===== config.mk =====
export PLATFORM = sky130hd
export DESIGN_NAME = wsc_bus_ctrl
export DESIGN_NICKNAME = d
export VERILOG_FILES = /design/src/hdl/wsc_bus_ctrl.v /design/src/hdl/wsc_gap_detect.v /design/src/hdl/wsc_wait_calc.v
export VERILOG_INCLUDE_DIRS = /design/src /design/src/hdl
export SDC_FILE = /design/constraint.sdc
export NUM_CORES = 1
export LEC_CHECK = 0
export BUFFER_PORTS_ARGS = -buffer_cell sky130_fd_sc_hd__buf_2
export CORE_MARGIN = 10
export CORE_UTILIZATION = 50
export DETAILED_ROUTE_END_ITERATION = 10
export GPL_TIMING_DRIVEN = 0
export PLACE_DENSITY = 0.85
export RECOVER_POWER = 100
export SLEW_MARGIN = 20
export SYNTH_ARGS = -nofsm -noshare
export SYNTH_HDL_FRONTEND = slang
export SYNTH_SLANG_ARGS = --single-unit

===== constraint.sdc =====
create_clock -name clk -period 1.9 [get_ports clk]
set_clock_uncertainty 0.1 [all_clocks]
set_input_delay 0.38 -clock clk [delete_from_list [all_inputs] [get_ports clk]]
set_output_delay 0.38 -clock clk [all_outputs]
set_load 0.05 [all_outputs]

===== src/hdl/wsc_defs.vh =====
// constants for the external bus wait-state and bank-switch control block
`ifndef WSC_DEFS_VH
`define WSC_DEFS_VH
// ---------------------------------------------------------------
// register offsets in the memory-mapped register space
// ---------------------------------------------------------------
`define WSC_OFS_RANGES 16'h0028
`define WSC_OFS_BANK 16'h0029
`define WSC_OFS_MULT 16'h002B
// ---------------------------------------------------------------
// reset values
// ---------------------------------------------------------------
`define WSC_RST_RANGES 16'h7FFF
`define WSC_RST_BANK 16'hF800
`define WSC_RST_MULT 16'h0000
`define WSC_RST_MODE 3'h0
// ---------------------------------------------------------------
// wait_state_ranges field positions
// ---------------------------------------------------------------
`define WSC_XRG_BIT 15
`define WSC_IO_HI 14
`define WSC_IO_LO 12
`define WSC_DHI_HI 11
`define WSC_DHI_LO 9
`define WSC_DLO_HI 8
`define WSC_DLO_LO 6
`define WSC_PHI_HI 5
`define WSC_PHI_LO 3
`define WSC_PLO_HI 2
`define WSC_PLO_LO 0
// ---------------------------------------------------------------
// wait_state_multiplier_control and bank_switch_control fields
// ---------------------------------------------------------------
`define WSC_MULT_BIT 0
`define WSC_BNK_HI 15
`define WSC_BNK_LO 12
`define WSC_TURN_BIT 11
`define WSC_HKEEP_BIT 2
`define WSC_DKEEP_BIT 1
`define WSC_BUSOFF_BIT 0
// writable bits; everything else reads zero
`define WSC_MASK_MULT 16'h0001
`define WSC_MASK_BANK 16'hF807
// ---------------------------------------------------------------
// access spaces and timing counts
// ---------------------------------------------------------------
`define WSC_SP_PROG 2'h0
`define WSC_SP_DATA 2'h1
`define WSC_SP_IO 2'h2
`define WSC_GAP_CYCLES 4'h1
`endif


===== src/hdl/wsc_bus_ctrl.v =====
// external bus timing control: wait states, bank gaps, keepers, bus-off
`include "wsc_defs.vh"

// Contract
// RULE1: range bit selects program field mapping
// RULE2: I/O field sets all port waits
// RULE3: upper data field for 8000-FFFFh
// RULE4: lower data field for 0000-7FFFh
// RULE5: upper program field for x8000-xFFFFh
// RULE6: extended range makes upper field unused
// RULE7: lower program field, or whole space extended
// RULE8: multiplier bit doubles every base count
// RULE9: reserved bits read zero, ignore writes
// RULE10: one idle cycle on bank change
// RULE11: idle cycle crossing data into program
// RULE12: compare mask selects compared upper bits
// RULE13: turnaround cycle between program/data reads
// RULE14: host keeper enable, off at reset
// RULE15: data bus keeper enable, off at reset
// RULE16: bus-off after current cycle ends
// RULE17: mode bits locked while bus off
// RULE18: seven waits everywhere after reset
// RULE19: gate wait clocks when all zero
// RULE20: ready input extends the bus cycle
// RULE21: wait count plus separate gap cycle
// RULE22: externals answer within programmed waits
module wsc_bus_ctrl (
   clk,
   rst_b,
   mmr_addr,
   mmr_wr,
   mmr_rd,
   mmr_wdata,
   mmr_rdata_q,
   acc_req,
   acc_space,
   acc_rd,
   acc_addr,
   acc_busy_q,
   acc_done_q,
   ext_ready,
   ext_addr_q,
   ext_strobe_b_q,
   ext_rw_q,
   ext_prog_sel_b_q,
   ext_data_sel_b_q,
   ext_io_sel_b_q,
   ext_bus_off_q,
   host_bus_keeper_enable_q,
   data_bus_keeper_enable_q,
   wait_clk_off_q,
   mode_wr,
   mode_wdata,
   data_rom_enable_q,
   boot_mode_select_q,
   ram_overlay_bit_q
);
   input wire clk;
   input wire rst_b;
   // memory-mapped register port
   input wire [15:0] mmr_addr;
   input wire mmr_wr;
   input wire mmr_rd;
   input wire [15:0] mmr_wdata;
   output reg [15:0] mmr_rdata_q;
   // core access request
   input wire acc_req;
   input wire [1:0] acc_space;
   input wire acc_rd;
   input wire [19:0] acc_addr;
   output reg acc_busy_q;
   output reg acc_done_q;
   // external bus
   input wire ext_ready;
   output reg [19:0] ext_addr_q;
   output reg ext_strobe_b_q;
   output reg ext_rw_q;
   output reg ext_prog_sel_b_q;
   output reg ext_data_sel_b_q;
   output reg ext_io_sel_b_q;
   output reg ext_bus_off_q;
   // keepers and power
   output reg host_bus_keeper_enable_q;
   output reg data_bus_keeper_enable_q;
   output reg wait_clk_off_q;
   // processor mode bits guarded by bus-off
   input wire mode_wr;
   input wire [2:0] mode_wdata;
   output reg data_rom_enable_q;
   output reg boot_mode_select_q;
   output reg ram_overlay_bit_q;

   localparam ST_IDLE = 2'd0;
   localparam ST_GAP = 2'd1;
   localparam ST_STRB = 2'd2;

   reg [15:0] ranges_q;
   reg [15:0] bank_q;
   reg [15:0] mult_q;
   reg [1:0] state_q;
   reg [1:0] state_d;
   reg [3:0] cnt_q;
   reg [3:0] cnt_d;
   reg [1:0] cur_space_q;
   reg cur_rd_q;
   reg [19:0] cur_addr_q;
   reg prev_valid_q;
   reg [1:0] prev_space_q;
   reg prev_rd_q;
   reg [19:0] prev_addr_q;
   reg bus_off_d;
   reg [15:0] rdata_d;
   wire [3:0] wait_new;
   wire [3:0] wait_cur;
   wire gap_new;
   wire accept;
   wire finish;

   // ---------------------------------------------------------------
   // helpers: range lookup and gap decision
   // ---------------------------------------------------------------
   // lookup on the incoming request, used when no gap is needed
   wsc_wait_calc u_calc_new (
      .ranges(ranges_q),
      .mult(mult_q[`WSC_MULT_BIT]),
      .space(acc_space),
      .addr(acc_addr),
      .wait_cnt(wait_new)
   );

   // lookup on the latched access, used after a gap cycle
   wsc_wait_calc u_calc_cur (
      .ranges(ranges_q),
      .mult(mult_q[`WSC_MULT_BIT]),
      .space(cur_space_q),
      .addr(cur_addr_q),
      .wait_cnt(wait_cur)
   );

   wsc_gap_detect u_gap (
      .bank_mask(bank_q[`WSC_BNK_HI:`WSC_BNK_LO]),
      .turn_en(bank_q[`WSC_TURN_BIT]),
      .prev_valid(prev_valid_q),
      .prev_space(prev_space_q),
      .prev_rd(prev_rd_q),
      .prev_addr(prev_addr_q),
      .space(acc_space),
      .rd(acc_rd),
      .addr(acc_addr),
      .gap(gap_new)
   );

   // ---------------------------------------------------------------
   // request handshake terms
   // ---------------------------------------------------------------
   // requests are taken only while idle and with the bus on
   assign accept = acc_req && (state_q == ST_IDLE) && !ext_bus_off_q;
   // last strobe cycle needs count spent and ready high
   assign finish = (state_q == ST_STRB) && (cnt_q == 4'h0) && ext_ready; // RULE20 RULE22

   // ---------------------------------------------------------------
   // register writes
   // ---------------------------------------------------------------
   // reset gives seven waits on every range
   always @(posedge clk or negedge rst_b) begin
      if (!rst_b) begin
         ranges_q <= `WSC_RST_RANGES; // RULE18
         bank_q <= `WSC_RST_BANK;
         mult_q <= `WSC_RST_MULT;
      end else if (mmr_wr) begin
         if (mmr_addr == `WSC_OFS_RANGES) begin
            ranges_q <= mmr_wdata;
         end
         if (mmr_addr == `WSC_OFS_BANK) begin
            bank_q <= mmr_wdata & `WSC_MASK_BANK; // RULE9
         end
         if (mmr_addr == `WSC_OFS_MULT) begin
            mult_q <= mmr_wdata & `WSC_MASK_MULT; // RULE9
         end
      end
   end

   // ---------------------------------------------------------------
   // register reads, one cycle after the strobe
   // ---------------------------------------------------------------
   always @* begin
      rdata_d = 16'h0000;
      if (mmr_rd) begin
         case (mmr_addr)
            `WSC_OFS_RANGES: rdata_d = ranges_q;
            `WSC_OFS_BANK: rdata_d = bank_q;
            `WSC_OFS_MULT: rdata_d = mult_q;
            default: rdata_d = 16'h0000;
         endcase
      end
   end

   always @(posedge clk or negedge rst_b) begin
      if (!rst_b) begin
         mmr_rdata_q <= 16'h0000;
      end else begin
         mmr_rdata_q <= rdata_d;
      end
   end

   // ---------------------------------------------------------------
   // processor mode bits
   // ---------------------------------------------------------------
   // blocked while the off bit is set, so a detached bus cannot be remapped
   always @(posedge clk or negedge rst_b) begin
      if (!rst_b) begin
         data_rom_enable_q <= 1'b0;
         boot_mode_select_q <= 1'b0;
         ram_overlay_bit_q <= 1'b0;
      end else if (mode_wr && !bank_q[`WSC_BUSOFF_BIT]) begin // RULE17
         data_rom_enable_q <= mode_wdata[2];
         boot_mode_select_q <= mode_wdata[1];
         ram_overlay_bit_q <= mode_wdata[0];
      end
   end

   // ---------------------------------------------------------------
   // access sequencer
   // ---------------------------------------------------------------
   // gap cycle first, then strobe for one plus the wait count
   always @* begin
      state_d = state_q;
      cnt_d = cnt_q;
      case (state_q)
         ST_IDLE: begin
            if (accept) begin
               if (gap_new) begin
                  state_d = ST_GAP; // RULE10 RULE11 RULE13
               end else begin
                  state_d = ST_STRB;
                  cnt_d = wait_new; // RULE21
               end
            end
         end
         ST_GAP: begin
            // gap is added on top of the range wait count
            state_d = ST_STRB;
            cnt_d = wait_cur; // RULE21
         end
         ST_STRB: begin
            if (cnt_q != 4'h0) begin
               cnt_d = cnt_q - 4'h1;
            end else if (ext_ready) begin
               state_d = ST_IDLE;
            end
         end
         default: begin
            state_d = ST_IDLE;
            cnt_d = 4'h0;
         end
      endcase
   end

   always @(posedge clk or negedge rst_b) begin
      if (!rst_b) begin
         state_q <= ST_IDLE;
         cnt_q <= 4'h0;
      end else begin
         state_q <= state_d;
         cnt_q <= cnt_d;
      end
   end

   // ---------------------------------------------------------------
   // current and previous access bookkeeping
   // ---------------------------------------------------------------
   always @(posedge clk or negedge rst_b) begin
      if (!rst_b) begin
         cur_space_q <= `WSC_SP_PROG;
         cur_rd_q <= 1'b1;
         cur_addr_q <= 20'h0_0000;
         prev_valid_q <= 1'b0;
         prev_space_q <= `WSC_SP_PROG;
         prev_rd_q <= 1'b0;
         prev_addr_q <= 20'h0_0000;
      end else begin
         if (accept) begin
            cur_space_q <= acc_space;
            cur_rd_q <= acc_rd;
            cur_addr_q <= acc_addr;
         end
         if (finish) begin
            prev_valid_q <= 1'b1;
            prev_space_q <= cur_space_q;
            prev_rd_q <= cur_rd_q;
            prev_addr_q <= cur_addr_q;
         end
      end
   end

   // ---------------------------------------------------------------
   // bus-off state
   // ---------------------------------------------------------------
   // taken when idle with no request or as a cycle finishes, so a cycle never gets cut
   always @* begin
      bus_off_d = ext_bus_off_q;
      if (!bank_q[`WSC_BUSOFF_BIT]) begin
         bus_off_d = 1'b0;
      end else if ((state_q == ST_IDLE) && !acc_req) begin
         bus_off_d = 1'b1; // RULE16
      end else if (finish) begin
         bus_off_d = 1'b1; // RULE16
      end
   end

   // ---------------------------------------------------------------
   // external bus outputs, all registered
   // ---------------------------------------------------------------
   always @(posedge clk or negedge rst_b) begin
      if (!rst_b) begin
         ext_bus_off_q <= 1'b0;
         ext_addr_q <= 20'h0_0000;
         ext_strobe_b_q <= 1'b1;
         ext_rw_q <= 1'b1;
         ext_prog_sel_b_q <= 1'b1;
         ext_data_sel_b_q <= 1'b1;
         ext_io_sel_b_q <= 1'b1;
         acc_busy_q <= 1'b0;
         acc_done_q <= 1'b0;
      end else begin
         ext_bus_off_q <= bus_off_d;
         acc_done_q <= finish;
         acc_busy_q <= (state_d != ST_IDLE);
         if (state_d == ST_STRB) begin
            ext_addr_q <= (state_q == ST_IDLE) ? acc_addr : cur_addr_q;
            ext_strobe_b_q <= 1'b0;
            ext_rw_q <= (state_q == ST_IDLE) ? acc_rd : cur_rd_q;
            ext_prog_sel_b_q <= ((state_q == ST_IDLE) ? acc_space : cur_space_q) != `WSC_SP_PROG;
            ext_data_sel_b_q <= ((state_q == ST_IDLE) ? acc_space : cur_space_q) != `WSC_SP_DATA;
            ext_io_sel_b_q <= ((state_q == ST_IDLE) ? acc_space : cur_space_q) != `WSC_SP_IO;
         end else begin
            // idle, gap or off: strobes and selects inactive
            ext_strobe_b_q <= 1'b1;
            ext_rw_q <= 1'b1;
            ext_prog_sel_b_q <= 1'b1;
            ext_data_sel_b_q <= 1'b1;
            ext_io_sel_b_q <= 1'b1;
            if (bus_off_d) begin
               ext_addr_q <= 20'h0_0000; // RULE16
            end
         end
      end
   end

   // ---------------------------------------------------------------
   // keepers and wait-generator clock gate
   // ---------------------------------------------------------------
   // the gate only saves power; counts of zero need no counter anyway
   always @(posedge clk or negedge rst_b) begin
      if (!rst_b) begin
         host_bus_keeper_enable_q <= 1'b0;
         data_bus_keeper_enable_q <= 1'b0;
         wait_clk_off_q <= 1'b0;
      end else begin
         host_bus_keeper_enable_q <= bank_q[`WSC_HKEEP_BIT]; // RULE14
         data_bus_keeper_enable_q <= bank_q[`WSC_DKEEP_BIT]; // RULE15
         wait_clk_off_q <= ~|ranges_q[14:0]; // RULE19
      end
   end
endmodule // wsc_bus_ctrl


===== src/hdl/wsc_gap_detect.v =====
// decides whether one idle cycle precedes a new access
module wsc_gap_detect (
   bank_mask,
   turn_en,
   prev_valid,
   prev_space,
   prev_rd,
   prev_addr,
   space,
   rd,
   addr,
   gap
);
`include "wsc_defs.vh"
   input wire [3:0] bank_mask;
   input wire turn_en;
   input wire prev_valid;
   input wire [1:0] prev_space;
   input wire prev_rd;
   input wire [19:0] prev_addr;
   input wire [1:0] space;
   input wire rd;
   input wire [19:0] addr;
   output reg gap;

   reg bank_chg;
   reg mem_prev;
   reg mem_now;

   // ---------------------------------------------------------------
   // bank change, space crossing and read turnaround
   // ---------------------------------------------------------------
   always @* begin
      // masked upper bits; program pages also count as banks
      bank_chg = (|((prev_addr[15:12] ^ addr[15:12]) & bank_mask)) || // RULE12
         ((space == `WSC_SP_PROG) && (prev_addr[19:16] != addr[19:16]));
      mem_prev = (prev_space != `WSC_SP_IO);
      mem_now = (space != `WSC_SP_IO);
      gap = 1'b0;
      if (prev_valid && mem_prev && mem_now) begin
         if ((prev_space == space) && bank_chg) begin
            gap = 1'b1; // RULE10
         end
         if ((prev_space == `WSC_SP_DATA) && (space == `WSC_SP_PROG)) begin
            gap = 1'b1; // RULE11
         end
         if (turn_en && prev_rd && rd && (prev_space != space)) begin
            gap = 1'b1; // RULE13
         end
      end
   end
endmodule // wsc_gap_detect


===== src/hdl/wsc_wait_calc.v =====
// range selection and multiplier for the effective wait count
module wsc_wait_calc (
   ranges,
   mult,
   space,
   addr,
   wait_cnt
);
`include "wsc_defs.vh"
   input wire [15:0] ranges;
   input wire mult;
   input wire [1:0] space;
   input wire [19:0] addr;
   output reg [3:0] wait_cnt;

   reg [2:0] base;

   // ---------------------------------------------------------------
   // pick the base field by space and address, then scale it
   // ---------------------------------------------------------------
   always @* begin
      base = ranges[`WSC_IO_HI:`WSC_IO_LO]; // RULE2
      if (space == `WSC_SP_DATA) begin
         if (addr[15]) begin
            base = ranges[`WSC_DHI_HI:`WSC_DHI_LO]; // RULE3
         end else begin
            base = ranges[`WSC_DLO_HI:`WSC_DLO_LO]; // RULE4
         end
      end else if (space == `WSC_SP_PROG) begin
         if (ranges[`WSC_XRG_BIT]) begin // RULE1
            // upper field ignored, one field covers all pages
            base = ranges[`WSC_PLO_HI:`WSC_PLO_LO]; // RULE6 RULE7
         end else if (addr[15]) begin
            base = ranges[`WSC_PHI_HI:`WSC_PHI_LO]; // RULE5
         end else begin
            base = ranges[`WSC_PLO_HI:`WSC_PLO_LO]; // RULE7
         end
      end
      // doubling keeps the maximum at fourteen
      wait_cnt = mult ? {base, 1'b0} : {1'b0, base}; // RULE8 RULE21
   end
endmodule // wsc_wait_calc


After elaboration in Yosys (flattened, before gate mapping)
Cells that the tools add are included.
- $add $sub $neg: 1
- multipliers: 0
- div/mod/pow operators: 0
- $lt $le $gt $ge: 0
- equal/unequal tests: 19
- shift operators: 0
- mux-type cells: 40
- bitwise logic cells: 2
- reductions and logical operators: 33
- operators by type and width (cell ; count):
    2-to-1 mux 20 bit ; 3
    == test 16 x 6 -> 1 bit, second input constant ; 3
    case mux 16 bit (3 select lines) ; 1
    2-to-1 mux 3 bit ; 10
    2-to-1 mux 4 bit ; 5
    2-to-1 mux 16 bit ; 1
    OR reduction 15 bit ; 1
    logical AND 1 bit ; 14
    2-to-1 mux 1 bit ; 13
    case mux 4 bit (3 select lines) ; 1
    2-to-1 mux 2 bit ; 5
    inequality test 2 bit, second input constant ; 5
    == test 2 x 1 -> 1 bit, second input constant ; 4
    zero test 2 bit ; 3
    case mux 2 bit (3 select lines) ; 1
    AND reduction 2 bit ; 3
    nonzero test 2 bit ; 3
    AND 4 bit ; 1
    == test 2 bit, second input constant ; 2
    zero test 1 bit ; 4
    zero test 4 bit ; 1
    inequality test 2 x 1 -> 1 bit, second input constant ; 2
    inequality test 4 bit ; 1
    nonzero test 4 bit ; 1
    7 further kinds ; 7
- bits in registers: 128
- latch bits: 0
- RAM bits: 0
- memory bits (read-only): 0
- input bits: 65
- output and inout port bits: 50
- logic and storage cells: 123
- memories kept: 0

Logic depth before layout (Yosys ltp)
Gate-level depths: netlist of the first run.
- word-level depth: 14
- depth in mapped cells: 9
- mapped depth without buffers: 8

Hierarchy
From an unflattened synthesis of the first run, not the netlist that was laid out.
- cell total of the unflattened synthesis: 475
- area, all modules: 5910.7 µm²
- modules (own cells, without submodules) (module ; times used ; cells an instance ; area an instance (µm²) ; seq. area each (µm²)):
    wsc_bus_ctrl ; 1 ; 411 ; 5386.4 ; 3235.6
    wsc_wait_calc ; 2 ; 21 ; 170.2 ; 0.0
    wsc_gap_detect ; 1 ; 22 ; 183.9 ; 0.0

Least setup slack after synthesis of the first run
Ideal clock, no wire load.
- path kind: input to register
- start: input acc_space[0]
- end: register cnt_q[2]
- library setup time: 0.125 ns
- arrival: 1.703 ns
- data required time: 1.675 ns
- slack: -0.027 ns
- stages: 7
- path buffers: 1
- cell sequence: buf_6 > xor2_1 > or3_4 > nor3_2 > nand2_2 > nand3_1 > mux2_2
- cells in the longest elaborated chain, start to end: 10
- elaborated cells between the ends (all ways): 23
- classes of those cells: eq/ne: 5; mux: 10; reduce/logical: 8
- RTL lines (element ; RTL line ; text):
    start, declared ; wsc_bus_ctrl.v:68 ; input wire [1:0] acc_space;
    zero test 2 bit (no source line) ; -- ;
    logical AND 1 bit ; wsc_gap_detect.v:36 ; ((space == `WSC_SP_PROG) && (prev_addr[19:16] != addr[19:16]));
    logical OR 1 bit ; wsc_gap_detect.v:35 ; bank_chg = (|((prev_addr[15:12] ^ addr[15:12]) & bank_mask)) ||
    logical AND 1 bit ; wsc_gap_detect.v:41 ; if ((prev_space == space) && bank_chg) begin
    2-to-1 mux 1 bit ; wsc_gap_detect.v:41 ;
    2-to-1 mux 1 bit ; wsc_gap_detect.v:44 ; if ((prev_space == `WSC_SP_DATA) && (space == `WSC_SP_PROG)) begin
    2-to-1 mux 1 bit ; wsc_gap_detect.v:47 ; if (turn_en && prev_rd && rd && (prev_space != space)) begin
    2-to-1 mux 1 bit ; wsc_gap_detect.v:40 ; if (prev_valid && mem_prev && mem_now) begin
    inequality test 2 bit (no source line) ; -- ;
    AND reduction 3 bit (no source line) ; -- ;
    end signal, assigned ; wsc_bus_ctrl.v:265 ; cnt_q <= cnt_d;
    end, declared ; wsc_bus_ctrl.v:102 ; reg [3:0] cnt_q;
Several ways; a longest one is shown, not always the timed one. The select of a mux whose other input is x is not followed.
A chain may end at the register's enable or synchronous reset.

Final worst setup path of the first run
- start: register prev_addr_q[17]
- end: register ext_addr_q[11]
- cells in the longest elaborated chain, start to end: 13
- elaborated cells between the ends (all ways): 14
- classes of those cells: eq/ne: 2; mux: 8; reduce/logical: 4
- RTL lines (element ; RTL line ; text):
    start, declared ; wsc_bus_ctrl.v:110 ; reg [19:0] prev_addr_q;
    start signal, assigned ; wsc_bus_ctrl.v:291 ; prev_addr_q <= cur_addr_q;
    inequality test 4 bit (*) ; wsc_gap_detect.v:36 ;
    logical AND 1 bit (*) ; wsc_gap_detect.v:36 ;
    logical OR 1 bit (*) ; wsc_gap_detect.v:35 ;
    logical AND 1 bit (*) ; wsc_gap_detect.v:41 ;
    2-to-1 mux 1 bit (*) ; wsc_gap_detect.v:41 ;
    2-to-1 mux 1 bit (*) ; wsc_gap_detect.v:44 ;
    2-to-1 mux 1 bit (*) ; wsc_gap_detect.v:47 ;
    2-to-1 mux 1 bit (*) ; wsc_gap_detect.v:40 ;
    2-to-1 mux 2 bit (*) ; wsc_bus_ctrl.v:232 ; if (gap_new) begin
    2-to-1 mux 2 bit (*) ; wsc_bus_ctrl.v:231 ; if (accept) begin
    case mux 2 bit (3 select lines) (*) ; wsc_bus_ctrl.v:229 ; case (state_q)
    == test 2 bit (*) ; wsc_bus_ctrl.v:329 ; if (state_d == ST_STRB) begin
    2-to-1 mux 20 bit / nonzero test 2 bit (equally long branches) ; -- ;
    end signal, assigned ; wsc_bus_ctrl.v:330 ; ext_addr_q <= (state_q == ST_IDLE) ? acc_addr : cur_addr_q;
    end, declared ; wsc_bus_ctrl.v:75 ; output reg [19:0] ext_addr_q;
Every way passes the cells marked *; elsewhere a longest branch is shown, timed or not.

==> metrics.md, run 1 <==
| Metric | Value |
|---|---|
| Net Switching | `between 4 and 5 mW` |
| Number of DRC markers in iteration 0 | `~270` |
| Largest incremental delay on the critical path | `roughly 0.4 ns` |
| Drt wl/cell | `between 20 and 25 microns` |
| Reg-to-reg slack, setup | `-0.13 ns` |
| Cell leakage power | `3.64 nW` |
| Smallest hold slack | `0.00635 ns` |
| Number of port buffers | `roughly 110` |
| Worst slew margin relative to its limit | `a little under two fifths` |
| Violated checks | `setup timing` |
| H-tree depth | `4` |
| Area growth, synth to finish | `34.8%` |
| Crit path arrival time | `approximately 2.3 ns` |
| Reg2reg end | `ext_addr_q[11]` |
| Final weighted congestion in routability-driven placement | `between 0.8 and 0.9` |
| GRT overflow | `0` |
| Capturing element type of the critical path | `flop` |
| Total clock buffers created by CTS | `17` |
| Launch point of the worst reg-to-reg path | `prev_addr_q[17]` |
| Number of buffers on the longest clock path | `2` |
| Max Fanout on Critical Path | `5` |
| Cell mode on critical path | `nand3_4` |
| Gate family responsible for the most delay along the worst path | `flip-flops` |
| Sequential fraction of the synthesis area | `between 50 and 60%` |
| Reported max-cap violation count | `0` |
| Die height | `between 100 and 150 microns` |
| Antenna-violating nets left | `0` |
| Number of nets in the final layout | `between 600 and 700` |
| Post-synthesis register bit count | `116` |
| Maximum number of pins on one net before global-route repair | `81` |
| Distinct cell type count after synthesis | `62` |
| Number of primary I/O pins | `around 120` |
| Part of the total power dissipated in the clock network | `about 28%` |
| Via count of the first global-routing pass | `4603` |
| Async set-reset flop share out of synthesis | `100%` |
| Achievable clock frequency | `roughly 0.5 GHz` |
| Number of inserted filler cells in the final layout | `745` |
| Clock sink count | `116` |
| Actual slew at the worst max-slew pin | `between 0.9 and 1 ns` |
| Worst-skew pair later-pin latency | `around 0.53 ns` |
| Most common cell after layout, fill and taps aside | `dfrtp_1` |
| Critical path destination | `ext_addr_q[11]` |
| Final Worst Setup Slack | `-0.132 ns` |
| Fraction of power spent switching nets | `37.2%` |
| Critical path data required time | `between 2 and 2.5 ns` |
| Number of enable-type register cells in the synthesized netlist | `0` |
| Share of the clock period used by the worst path after layout | `107%` |
| Ordered cell list for the critical path | `xor2_1, o41ai_2, buf_4, nand3_4, nand2_4, nand3_4, buf_12, mux2i_4` |
| Setup-failing EPs final | `27` |
| Total global-route track usage | `a little under a fifth` |
| Unrepaired setup endpoints after global routing | `yes` |
| TritonCTS clock tree | `built` |
| Number of non-filler instances in the completed layout | `769` |
| Final routed DRC violation total | `0` |
| Launch point of the worst path | `prev_addr_q[17]` |
| Clock transition time at the flip-flop clock pins of the worst setup and hold paths | `about 0.060 ns` |
| Total core area | `between 10000 and 15000 sq um` |
| Max-slew violation count | `0` |
| Buffers plus inverters on the worst setup path | `2` |
| Die width | `125 microns` |
| Net count of the mapped netlist | `roughly 500` |
| Routed via count | `~4300` |
| Synthesis Warnings | `0` |
| Layout cell share with drive strength beyond 1 | `a little under half` |
| Post-Place Cells | `around 700` |
| Number of failing hold endpoints at the final stage | `0` |
| Int Power | `around 7.4 mW` |
| Top_reg_cell synth | `dfrtp_1` |
| Stages on worst setup path | `8` |
| Pre-antenna DRT Iters | `6` |
| Via count normalized by instance count | `between 5 and 6` |
| Hold Crit Class | `in -> reg` |
| Row cnt | `38` |
| Total Routed Length | `15.4 mm` |
| Synthesized netlist cell count | `between 400 and 500` |
| Synth Cell Area | `~5500 sq um` |
| Post-DP HPWL | `approximately 10 mm` |
| PnR Total Power | `about 12 mW` |
| Largest voltage drop on the vdd net | `between 1.5 and 2 mV` |
| Initial antenna violation count | `1` |
| Clock period minus final worst setup slack | `2.03 ns` |
| First-pass GRT wire length | `23.9 mm` |
| Buffer cell driving the clock tree root | `clkbuf_8` |
| Mean post-synth cell area | `12.4 sq um` |
| Total die area | `between 15000 and 20000 sq um` |
| Sequential share of power | `32.0%` |
| CP max stage cell | `dfrtp_1` |
| Fraction of power consumed by combinational cells | `about 40%` |
| Critical path start-end classification | `reg -> reg` |
| Startpoint types | `flop` |
| Status | `finished, violations left` |
| Commonest cells after routing, fill and taps aside | `88 x dfrtp_1, 73 x buf_2, 62 x nand2_1, 48 x mux2i_1, 46 x clkbuf_2` |
| Starting Density | `approximately half` |
| Reg2reg path depth | `8` |
| Power per standard cell area | `1570 nW/um^2` |
## power groups by stage
stage / Combinational, mW / Sequential (mW) / Clock, mW
6_report: 4.72 / 3.75 / 3.26
3_5_place_dp: 4.08 / 3.69 / 0
2_1_floorplan: 2.14 / 4.62 / 0
5_1_grt: 5.04 / 3.83 / 3.43
3_3_place_gp: 3.94 / 3.63 / 0
4_1_cts: 4.27 / 3.67 / 3.29
## metrics by stage
stage / area, sq um / TNS (ns) / utilization (%) / setup WS (ns)
3_3_place_gp: 6270 / -106.77 / 57.9 / -0.930
2_1_floorplan: 5540 / 0 / - / 0.0178
4_1_cts: 7220 / -2.28 / 66.6 / -0.124
3_5_place_dp: 6310 / -18.88 / 58.2 / -0.379
6_report: 7460 / -1.92 / 68.8 / -0.132
5_1_grt: 7450 / -6.51 / 68.8 / -0.196
## worst min-delay path by stage
stage                  start                  endpoint  slack (ns)  cells after the start
6_report       mmr_wdata[11]              ranges_q[11]       0.006                      2
5_1_grt        mmr_wdata[11]              ranges_q[11]      0.0004                      2
4_1_cts          acc_addr[1]             cur_addr_q[1]     0.00005                      2
3_5_place_dp           rst_b            mmr_rdata_q[5]        0.21                      1
3_3_place_gp       bank_q[1]  data_bus_keeper_enable_q        0.30                      0
2_1_floorplan          rst_b                acc_busy_q       -0.02                      0
## kinds of logic (layout without fill, tap and decap cells)
kind of cell / Yosys count / in the layout / share of synthesized area [%]
buffers and inverters: 30 / 213 / 3.14
xor gates and xnor gates: 11 / 11 / 1.74
other: 0 / 1 / 0
AOI/OAI and AO/OA: 46 / 46 / 6.43
and+or+nand+nor: 136 / 136 / 13.9
DFF: 116 / 116 / 53.1
adders and majority gates: 1 / 1 / 0.226
muxes: 105 / 105 / 21.5
## per-layer routing
layer	vias to the layer above	part of all wire (%)	GRT usage [%]
li1	1931	-	-
met1	2135	38	20.9
met2	184	52	31.3
met3	25	8.0	8.03
met4	0	1.9	6.17
met5	-	0	0
## state kept, by name, indices dropped and copies added (netlist names), 2 cells and up
name,cells
cur_addr_q,20
ext_addr_q,20
mmr_rdata_q,16
ranges_q,16
bank_q,8
prev_addr_q,8
cnt_q,4
cur_space_q,2
prev_space_q,2
state_q,2
## final cells by class
class	count	area (sq um)	area share, %
multi-input combinational	299	2530	33.9
clock inverter	10	155	2.08
antenna	1	2.50	0.0336
tap	140	175	2.35
timing repair buffer	152	990	13.3
buffer	20	189	2.53
sequential	116	2940	39.4
inverter	9	36.3	0.487
clock buffer	22	443	5.94
## repair_timing
| item | CTS | global route |
|---|---|---|
| pin swaps | 7 | 13 |
| endpoints found under the setup margin | 64 | 61 |
| gates resized for setup | 21 | 33 |
| hold buffers | 20 | 1 |
| cloned | 1 | 3 |
| setup buffers | 4 | 10 |
| endpoints found under the hold margin | 57 | 1 |
## synthesized netlist by cell type, types with 8 or more instances
| master | instances | share of area (%) |
|---|---|---|
| dfstp_2 | 26 | 12 |
| dfrtp_1 | 90 | 41 |
| mux2i_1 | 50 | 9.0 |
| nor2b_1 | 10 | 1.1 |
| inv_1 | 9 | 0.61 |
| nand2_1 | 61 | 4.1 |
| nor2_1 | 9 | 0.61 |
| mux2_2 | 37 | 7.5 |
| buf_2 | 8 | 0.72 |
| mux2_4 | 18 | 4.9 |
| a22oi_1 | 11 | 1.5 |
| xor2_1 | 9 | 1.4 |
| and3_1 | 10 | 1.1 |
Note: power is estimated with default switching activity, not from simulation.
==> run 2, diff against run 1 <==
Settings changed: ABC_AREA set to 1, CORE_UTILIZATION 50 to 51, CTS_CLUSTER_SIZE set to 12, SYNTH_HIERARCHICAL set to 1.
==> run 2 against run 1 <==
The flow still finishes with violations (setup timing). Global-route usage grew 0.19 points. Fmax grew 2.7%. Synthesized cell count grew 62%. Total power shrank 4.8%. Setup slack gained 0.053 ns. Area after synthesis grew 5.3%. Non-clock buffer count shrank 22. Sequential power shrank 3%. Via count grew 24%. Routed wire length grew 6.0%. Largest cell class unchanged.
==> metrics.md, run 2 <==
| Metric | Value |
|---|---|
| Status | `finished, violations left` |
| Violated checks | `setup timing` |
| Antenna-violating nets left | `0 (unchanged)` |
| Capturing element type of the critical path | `flop` |
| GR Layer Usage met2 | `33.3% (+2.0 points)` |
| Actual slew at the worst max-slew pin | `0.835 ns (-0.106 ns)` |
| Total global-route track usage | `18.8% (+0.19 points)` |
| Share of the clock period used by the worst path after layout | `104% (-2.8 points)` |
| Clock transition time at the flip-flop clock pins of the worst setup and hold paths | `0.06 ns (about the same)` |
| First-pass GRT wire length | `24.9 mm (+4.1%)` |
| Clock period minus final worst setup slack | `1.98 ns (-0.0534 ns)` |
| Number of buffers on the longest clock path | `2 (unchanged)` |
| Total core area | `11000 sq um (+1.8%)` |
| Diode count | `0 (-1)` |
| Buffer cell driving the clock tree root | `clkbuf_16` |
| Number of port buffers | `114 (+1.8%)` |
| Unrepaired setup endpoints after global routing | `yes` |
| Number of non-filler instances in the completed layout | `1019 (+33%)` |
| Number of failing hold endpoints at the final stage | `0 (unchanged)` |
| Initial antenna violation count | `0 (-1)` |
| PnR Total Power | `11.2 mW (-4.8%)` |
| Worst slew margin relative to its limit | `44.4% (+7.1 points)` |
| Post-DP HPWL | `10.7 mm (+6.7%)` |
| Via count normalized by instance count | `5.20 (-6.4%)` |
| Achievable clock frequency | `0.505 GHz (+2.7%)` |
| Critical path data required time | `2.12 ns (-0.08 ns)` |
| Reported max-cap violation count | `0 (unchanged)` |
| Max-slew violation count | `0 (unchanged)` |
| TritonCTS clock tree | `built` |
| Most used routing layer | `met2` |
| Hold Crit Class | `in -> reg` |
| Most common cell after layout, fill and taps aside | `nand2_1` |
| GRT overflow | `0 (unchanged)` |
| Pre-antenna DRT Iters | `5 (-1)` |
| Die width | `127 microns (+1.4%)` |
| Power per standard cell area | `1510 nW/um^2 (-3.8%)` |
| Total die area | `16100 sq um (+2.7%)` |
| Number of primary I/O pins | `115 (unchanged)` |
| Post-Place Cells | `975 (+40%)` |
| H-tree depth | `4 (unchanged)` |
| Commonest cells after routing, fill and taps aside | `240 x nand2_1, 119 x buf_2, 102 x inv_1, 90 x dfrtp_1, 52 x nand3_1` |
| Starting Density | `52.8% (+1.8 points)` |
| Max Fanout on Critical Path | `5 (unchanged)` |
| Cell leakage power | `3.95 nW (+8.5%)` |
| Core occupancy in the finished layout | `66.9% (-1.9 points)` |
| Via count of the first global-routing pass | `5170 (+12%)` |
| Mean post-synth cell area | `8.09 sq um (-35%)` |
| Met3 track utilization from global routing | `5.08% (-2.9 points)` |
| Number of nets in the final layout | `932 (+37%)` |
| Drt wl/cell | `16.0 microns (-20%)` |
| Critical path start-end classification | `reg -> reg` |
| Largest voltage drop on the vdd net | `1.13 mV (-27%)` |
| Setup-failing EPs final | `19 (-30%)` |
| Maximum number of pins on one net before global-route repair | `85 (+4.9%)` |
| Synthesized netlist cell count | `720 (+62%)` |
| Layout cell share with drive strength beyond 1 | `31.2% (-16 points)` |
| Largest registers ranked by flip-flop count | `cur_addr_q x20, ext_addr_q x20` |
| Worst-skew pair later-pin latency | `0.41 ns (-0.12 ns)` |
| Row cnt | `38 (unchanged)` |
| Smallest hold slack | `0.0756 ns (+0.0693 ns)` |
| Final weighted congestion in routability-driven placement | `0.828 (-1.1%)` |
| Routed via count | `5300 (+24%)` |
| Synth Cell Area | `5830 sq um (+5.3%)` |
| Final routed DRC violation total | `0 (unchanged)` |
| Die height | `127 microns (+1.4%)` |
| Number of DRC markers in iteration 0 | `445 (+62%)` |
| Setup TNS | `-0.644 ns (+1.27 ns)` |
| Area growth, synth to finish | `26.7%` |
| Crit path arrival time | `2.20 ns (-0.13 ns)` |
| Clock sink count | `116 (unchanged)` |
| Final Worst Setup Slack | `-0.0783 ns (+0.0534 ns)` |
| Startpoint types | `flop` |
| Total Routed Length | `16.3 mm (+6.0%)` |
| Synthesis Warnings | `6 (+6)` |
| Met1 usage in global routing | `21.7% (+0.80 points)` |
| Net count of the mapped netlist | `786 (+54%)` |
| Total clock buffers created by CTS | `17 (unchanged)` |
==> run 2: changes by cell type in the layout (fill, tap and decap cells not counted), moves of 12 or more <==
| cell | before | now |
|---|---|---|
| nand2_1 | 62 | 240 |
| inv_1 | 7 | 102 |
| nand3_1 | 2 | 52 |
| mux2i_1 | 48 | 0 |
| buf_2 | 73 | 119 |
| clkbuf_2 | 46 | 1 |
| o21ai_0 | 4 | 34 |
| nor2_1 | 8 | 35 |
| dlygate4sd3_1 | 21 | 1 |
| mux2_2 | 35 | 19 |
| mux2_4 | 16 | 0 |
| nand2_2 | 0 | 12 |
==> run 2: metrics by stage <==
| stage | worst slack [ns] | instance area, sq um |
|---|---|---|
| final | -0.0783 | 7380 |
| after global routing | -0.156 | 7380 |
| after CTS | -0.0183 | 7310 |
| after detailed placement | -0.181 | 6610 |
| after global placement | -1.00 | 6570 |
| after floorplan | 0.187 | 5830 |
==> run 2: layout make-up <==
type	count	area, sq um
Clock inverter	15	184
Sequential cell	116	2940
Inverter	110	413
Multi-Input combinational cell	471	2370
Clock buffer	17	425
Tap cell	140	175
Buffer	23	164
Fill cell	832	3650
Timing Repair Buffer	127	708
==> run 2: final timing paths <==
check	start	to	slack [ns]	depth (start not counted)
setup / recovery	prev_addr_q[19]	ext_rw_q	-0.08	13
hold / removal	mmr_wdata[10]	ranges_q[10]	0.08	3
setup reg to reg	prev_addr_q[19]	ext_rw_q	-0.08	13
hold reg to reg	bank_q[1]	data_bus_keeper_enable_q	0.30	0
max in group asynchronous	rst_b	ext_strobe_b_q	0.25	3
min in group asynchronous	rst_b	mmr_rdata_q[1]	0.50	2
==> run 2: critical path: stages (launching register included) <==
cell and delay (ns):
dfrtp_1 0.41, inv_1 0.09, nand2_1 0.06, nand2_2 0.08
nor2_1 0.04, nand2_1 0.06, nand2_1 0.05, nand2_1 0.07
nand2_2 0.06, a21oi_4 0.21, nor2_4 0.07, nand3b_4 0.19
bufbuf_16 0.29, o211ai_1 0.09
==> run 2: routing by layer <==
| layer | vias to the layer above | share of wire [%] |
|---|---|---|
| met5 | - | 0 |
| met4 | 0 | 2.3 |
| met3 | 36 | 7.1 |
| met2 | 216 | 52 |
| met1 | 2505 | 39 |
| li1 | 2543 | - |
==> run 2: power by group <==
part | switching, mW | internal [mW] | leakage (nW)
registers | 0.442 | 3.20 | 1.41
clock network | 1.20 | 2.07 | 0.283
logic | 2.87 | 1.39 | 2.26
==> run 2: what timing repair did <==
action / CTS / global route
gates cloned: 1 / 1
setup endpoints to repair: 20 / 28
hold buffers: 1 / 0
gates resized for setup: 4 / 23
endpoints found under the hold margin: 20 / 0
pin swaps: 2 / 9
buffers inserted: 5 / 4
==> run 3, diff against run 2 <==
Settings changed: CORE_UTILIZATION 51 to 50, SYNTH_HIERARCHICAL 1 to not set.
==> run 3 against run 2 <==
The flow now finishes without violations. Sequential cell count is the same. Die area shrank 2.3%. Highest routed layer unchanged. Register-to-register slack gained 0.13 ns. Clock-buffer cell count is the same. Non-clock buffer count grew 17. Area after synthesis shrank 4.7%. Global-route usage grew 0.35 points. Hold slack lost 0.064 ns.
==> metrics.md, run 3 <==
| Metric | Value |
|---|---|
| Status | `finished clean` |
| Total die area | `15700 sq um (-2.3%)` |
| Total global-route track usage | `19.2% (+0.35 points)` |
| Setup TNS | `0 ns (+0.644 ns)` |
| Max-slew violation count | `0 (unchanged)` |
| Post-layout instance area | `7210 sq um (-2.4%)` |
| Dpl cell area | `6320 sq um (-4.3%)` |
| Capturing element type of the critical path | `flop` |
| Ordered cell list for the critical path | `inv_1, ha_2, inv_1, nor2_4, nand3_4, o21ai_1, nand2_1, clkbuf_4, nand4_1, nand2_1` |
| Top_reg_cell synth | `dfrtp_1` |
| Routed via count | `5307 (+0.13%)` |
| Die height | `125 microns (-1.2%)` |
| Clock period minus final worst setup slack | `1.84 ns (-0.134 ns)` |
| Unrepaired setup endpoints after global routing | `yes` |
| Total Routed Length | `15.5 mm (-5.2%)` |
| Smallest hold slack | `0.0115 ns (-0.0642 ns)` |
| Hold Crit Class | `in -> reg` |
| Startpoint of the most critical hold path | `mmr_wdata[15]` |
| Most numerous cell types in the synthesized netlist | `202 x nand2_1, 90 x dfrtp_1, 83 x inv_1, 71 x o21ai_0, 35 x nand3_1` |
| Largest voltage drop on the vdd net | `1.31 mV (+16%)` |
| Actual slew at the worst max-slew pin | `0.914 ns (+0.0798 ns)` |
| Drt wl/cell | `15.7 microns (-1.9%)` |
| Diode count | `0 (unchanged)` |
| Distinct cell type count after synthesis | `37` |
| Area fraction in and, or, nand and nor cells after synthesis | `a little over a quarter` |
| Commonest cells after routing, fill and taps aside | `201 x nand2_1, 118 x buf_2, 90 x dfrtp_1, 83 x inv_1, 69 x o21ai_0` |
| Combinational family with the most area after synthesis | `simple AND/OR/NAND/NOR gates` |
| Via count of the first global-routing pass | `5345 (+3.4%)` |
| GRT overflow | `0 (unchanged)` |
| Number of nets in the final layout | `898 (-3.6%)` |
| Number of DRC markers in iteration 0 | `531 (+19%)` |
| Synthesis Warnings | `0 (-6)` |
| Synthesized netlist cell count | `675 (-6.3%)` |
| Synth Cell Area | `5550 sq um (-4.7%)` |
| Max Fanout on Critical Path | `10 (+5)` |
| Post-synthesis register bit count | `116` |
| Crit path arrival time | `2.15 ns (-0.05 ns)` |
| Number of failing hold endpoints at the final stage | `0 (unchanged)` |
| Via count normalized by instance count | `5.39 (+3.6%)` |
| Async set-reset flop share out of synthesis | `between 90% and 100%` |
| Worst slew margin relative to its limit | `39.0% (-5.3 points)` |
| Reported max-cap violation count | `0 (unchanged)` |
| Largest area contributor in the synthesized netlist | `dfrtp_1` |
| Antenna-violating nets left | `0 (unchanged)` |
| Share of the clock period used by the worst path after layout | `97.1% (-7.0 points)` |
| Row cnt | `38 (unchanged)` |
| Post-DP HPWL | `10.8 mm (+0.83%)` |
| Power per standard cell area | `1480 nW/um^2 (-2.0%)` |
| Gate family responsible for the most delay along the worst path | `simple AND/OR/NAND/NOR gates` |
| Layout cell share with drive strength beyond 1 | `26.6% (-4.5 points)` |
| Die width | `125 microns (-1.2%)` |
| Dominant cell by count in the synthesized netlist | `nand2_1` |
| Launch point of the worst path | `cnt_q[0]` |
| Total core area | `10800 sq um (-1.7%)` |
| H-tree depth | `4 (unchanged)` |
| Final weighted congestion in routability-driven placement | `0.879 (+6.1%)` |
| Critical path data required time | `2.21 ns (+0.09 ns)` |
| CP max stage cell | `dfrtp_1` |
| Number of port buffers | `112 (-1.8%)` |
| Largest incremental delay on the critical path | `0.38 ns (-0.03 ns)` |
| Startpoint types | `flop` |
| Pre-antenna DRT Iters | `6 (+1)` |
| Largest registers ranked by flip-flop count | `cur_addr_q x20, ext_addr_q x20` |
| Setup-failing EPs final | `0 (-19)` |
| Initial antenna violation count | `0 (unchanged)` |
| Number of enable-type register cells in the synthesized netlist | `0` |
| Critical path start-end classification | `reg -> reg` |
| Cell leakage power | `3.62 nW (-8.3%)` |
| Achievable clock frequency | `0.542 GHz (+7.2%)` |
| Starting Density | `51.2% (-1.6 points)` |
| First-pass GRT wire length | `25.3 mm (+1.5%)` |
| Mean post-synth cell area | `8.23 sq um (+1.7%)` |
| Buffer cell driving the clock tree root | `clkbuf_8` |
| Synth Area in Compound Gates | `~11%` |
| Launch point of the worst reg-to-reg path | `cnt_q[0]` |
| Clock sink count | `116 (unchanged)` |
| Net count of the mapped netlist | `741 (-5.7%)` |
| Clock transition time at the flip-flop clock pins of the worst setup and hold paths | `0.06 ns (about the same)` |
| Post-Place Cells | `928 (-4.8%)` |
| Sequential fraction of the synthesis area | `a little over half` |
| TritonCTS clock tree | `built` |
| Multiplexer area fraction after synthesis | `less than 1%` |
| Number of non-filler instances in the completed layout | `985 (-3.3%)` |
| Area share of fa/ha/maj cells after synthesis | `less than 1%` |
| Synth top area cells | `dfrtp_1 41%, nand2_1 14%, dfstp_2 12%` |
| Number of buffers on the longest clock path | `2 (unchanged)` |
| Post-synthesis xor/xnor area fraction | `less than 1%` |
| Area growth, synth to finish | `29.7%` |
| Number of primary I/O pins | `115 (unchanged)` |
| Proportion of netlist area held by the largest area contributor | `40.5%` |
| Final routed DRC violation total | `0 (unchanged)` |
| Buffers plus inverters on the worst setup path | `3 (+1)` |
| Maximum number of pins on one net before global-route repair | `82 (-3.5%)` |
| Total clock buffers created by CTS | `17 (unchanged)` |
| Most common cell after layout, fill and taps aside | `nand2_1` |
| Worst-skew pair later-pin latency | `0.52 ns (+0.11 ns)` |
[run 3: changes by cell type in the layout (fill, tap and decap cells not counted), sizes merged, moves of 16 or more]
cell	before	now
dlygate4sd3	1	23
inv	110	90
mux2	19	3
nand2	256	208
nand3	54	37
nand4	7	32
o21ai	57	82
[run 3: worst reg2reg max path, stage by stage, from the launching register on]
cell and delay, ns:
dfrtp_1 0.38, inv_1 0.08, ha_2 0.19, inv_1 0.07, nor2_4 0.15, nand3_4 0.10, o21ai_1 0.16, nand2_1 0.12
clkbuf_4 0.21, nand4_1 0.11, nand2_1 0.06
[run 3: per-stage QoR]
step	util (%)	worst slack [ns]	power, mW
after global placement	58.0	-0.965	7.25
after detailed placement	58.3	-0.198	7.39
after global routing	66.5	-0.0736	11.3
after CTS	66.0	0.00206	10.6
final	66.5	0.0554	10.7
after floorplan	-	0.107	6.35
[run 3: metal layers]
| layer | global-route usage (%) | share of wire (%) | vias up |
|---|---|---|---|
| met5 | 0 | 0 | - |
| met4 | 6.50 | 2.0 | 0 |
| met2 | 30.5 | 47 | 260 |
| met3 | 7.18 | 9.8 | 35 |
| met1 | 23.6 | 42 | 2505 |
| li1 | - | - | 2507 |
[run 3: cell families after synthesis]
group                    count (synthesis)
buffers and inverters                  117
multiplexers                             3
AO/OA/AOI/OAI                          110
XOR/XNOR                                 1
flip-flops                             116
adder cells (fa/ha/maj)                  1
AND/OR/NAND/NOR                        327
[run 3: report_power, final]
group	internal (mW)	total, mW	switching [mW]	leakage, nW
Combinational	1.23	4.15	2.91	1.94
Sequential	3.17	3.50	0.331	1.41
Clock	1.87	3.04	1.17	0.267
Total	6.27	10.7	4.42	3.62
[run 3: worst paths after layout]
check                                                 to  slack [ns]  cells after the start
worst min register to register  host_bus_keeper_enable_q        0.32                      0
worst max-delay path                      ext_addr_q[12]        0.06                     10
max in group asynchronous                    ranges_q[9]        0.35                      3
worst min-delay path                          bank_q[15]        0.01                      3
worst max register to register            ext_addr_q[12]        0.06                     10
min in group asynchronous                  ext_addr_q[8]        0.42                      2
[run 3: layout make-up]
class,count,area [sq um]
clock buffers,17,414
well taps,140,175
repair buffers,138,833
flip-flops and latches,116,2940
clock inverters,15,156
inverters,88,330
multi-input cells,442,2170
plain buffers,29,191
fillers,847,3630
[run 3: repair_timing]
item | 4_1_cts | 5_1_grt
pin swaps | 0 | 3
hold buffers | 23 | 0
endpoints found under the hold margin | 59 | 0
buffers inserted | 0 | 2
endpoints found under the setup margin | 37 | 55
resized for setup | 14 | 24
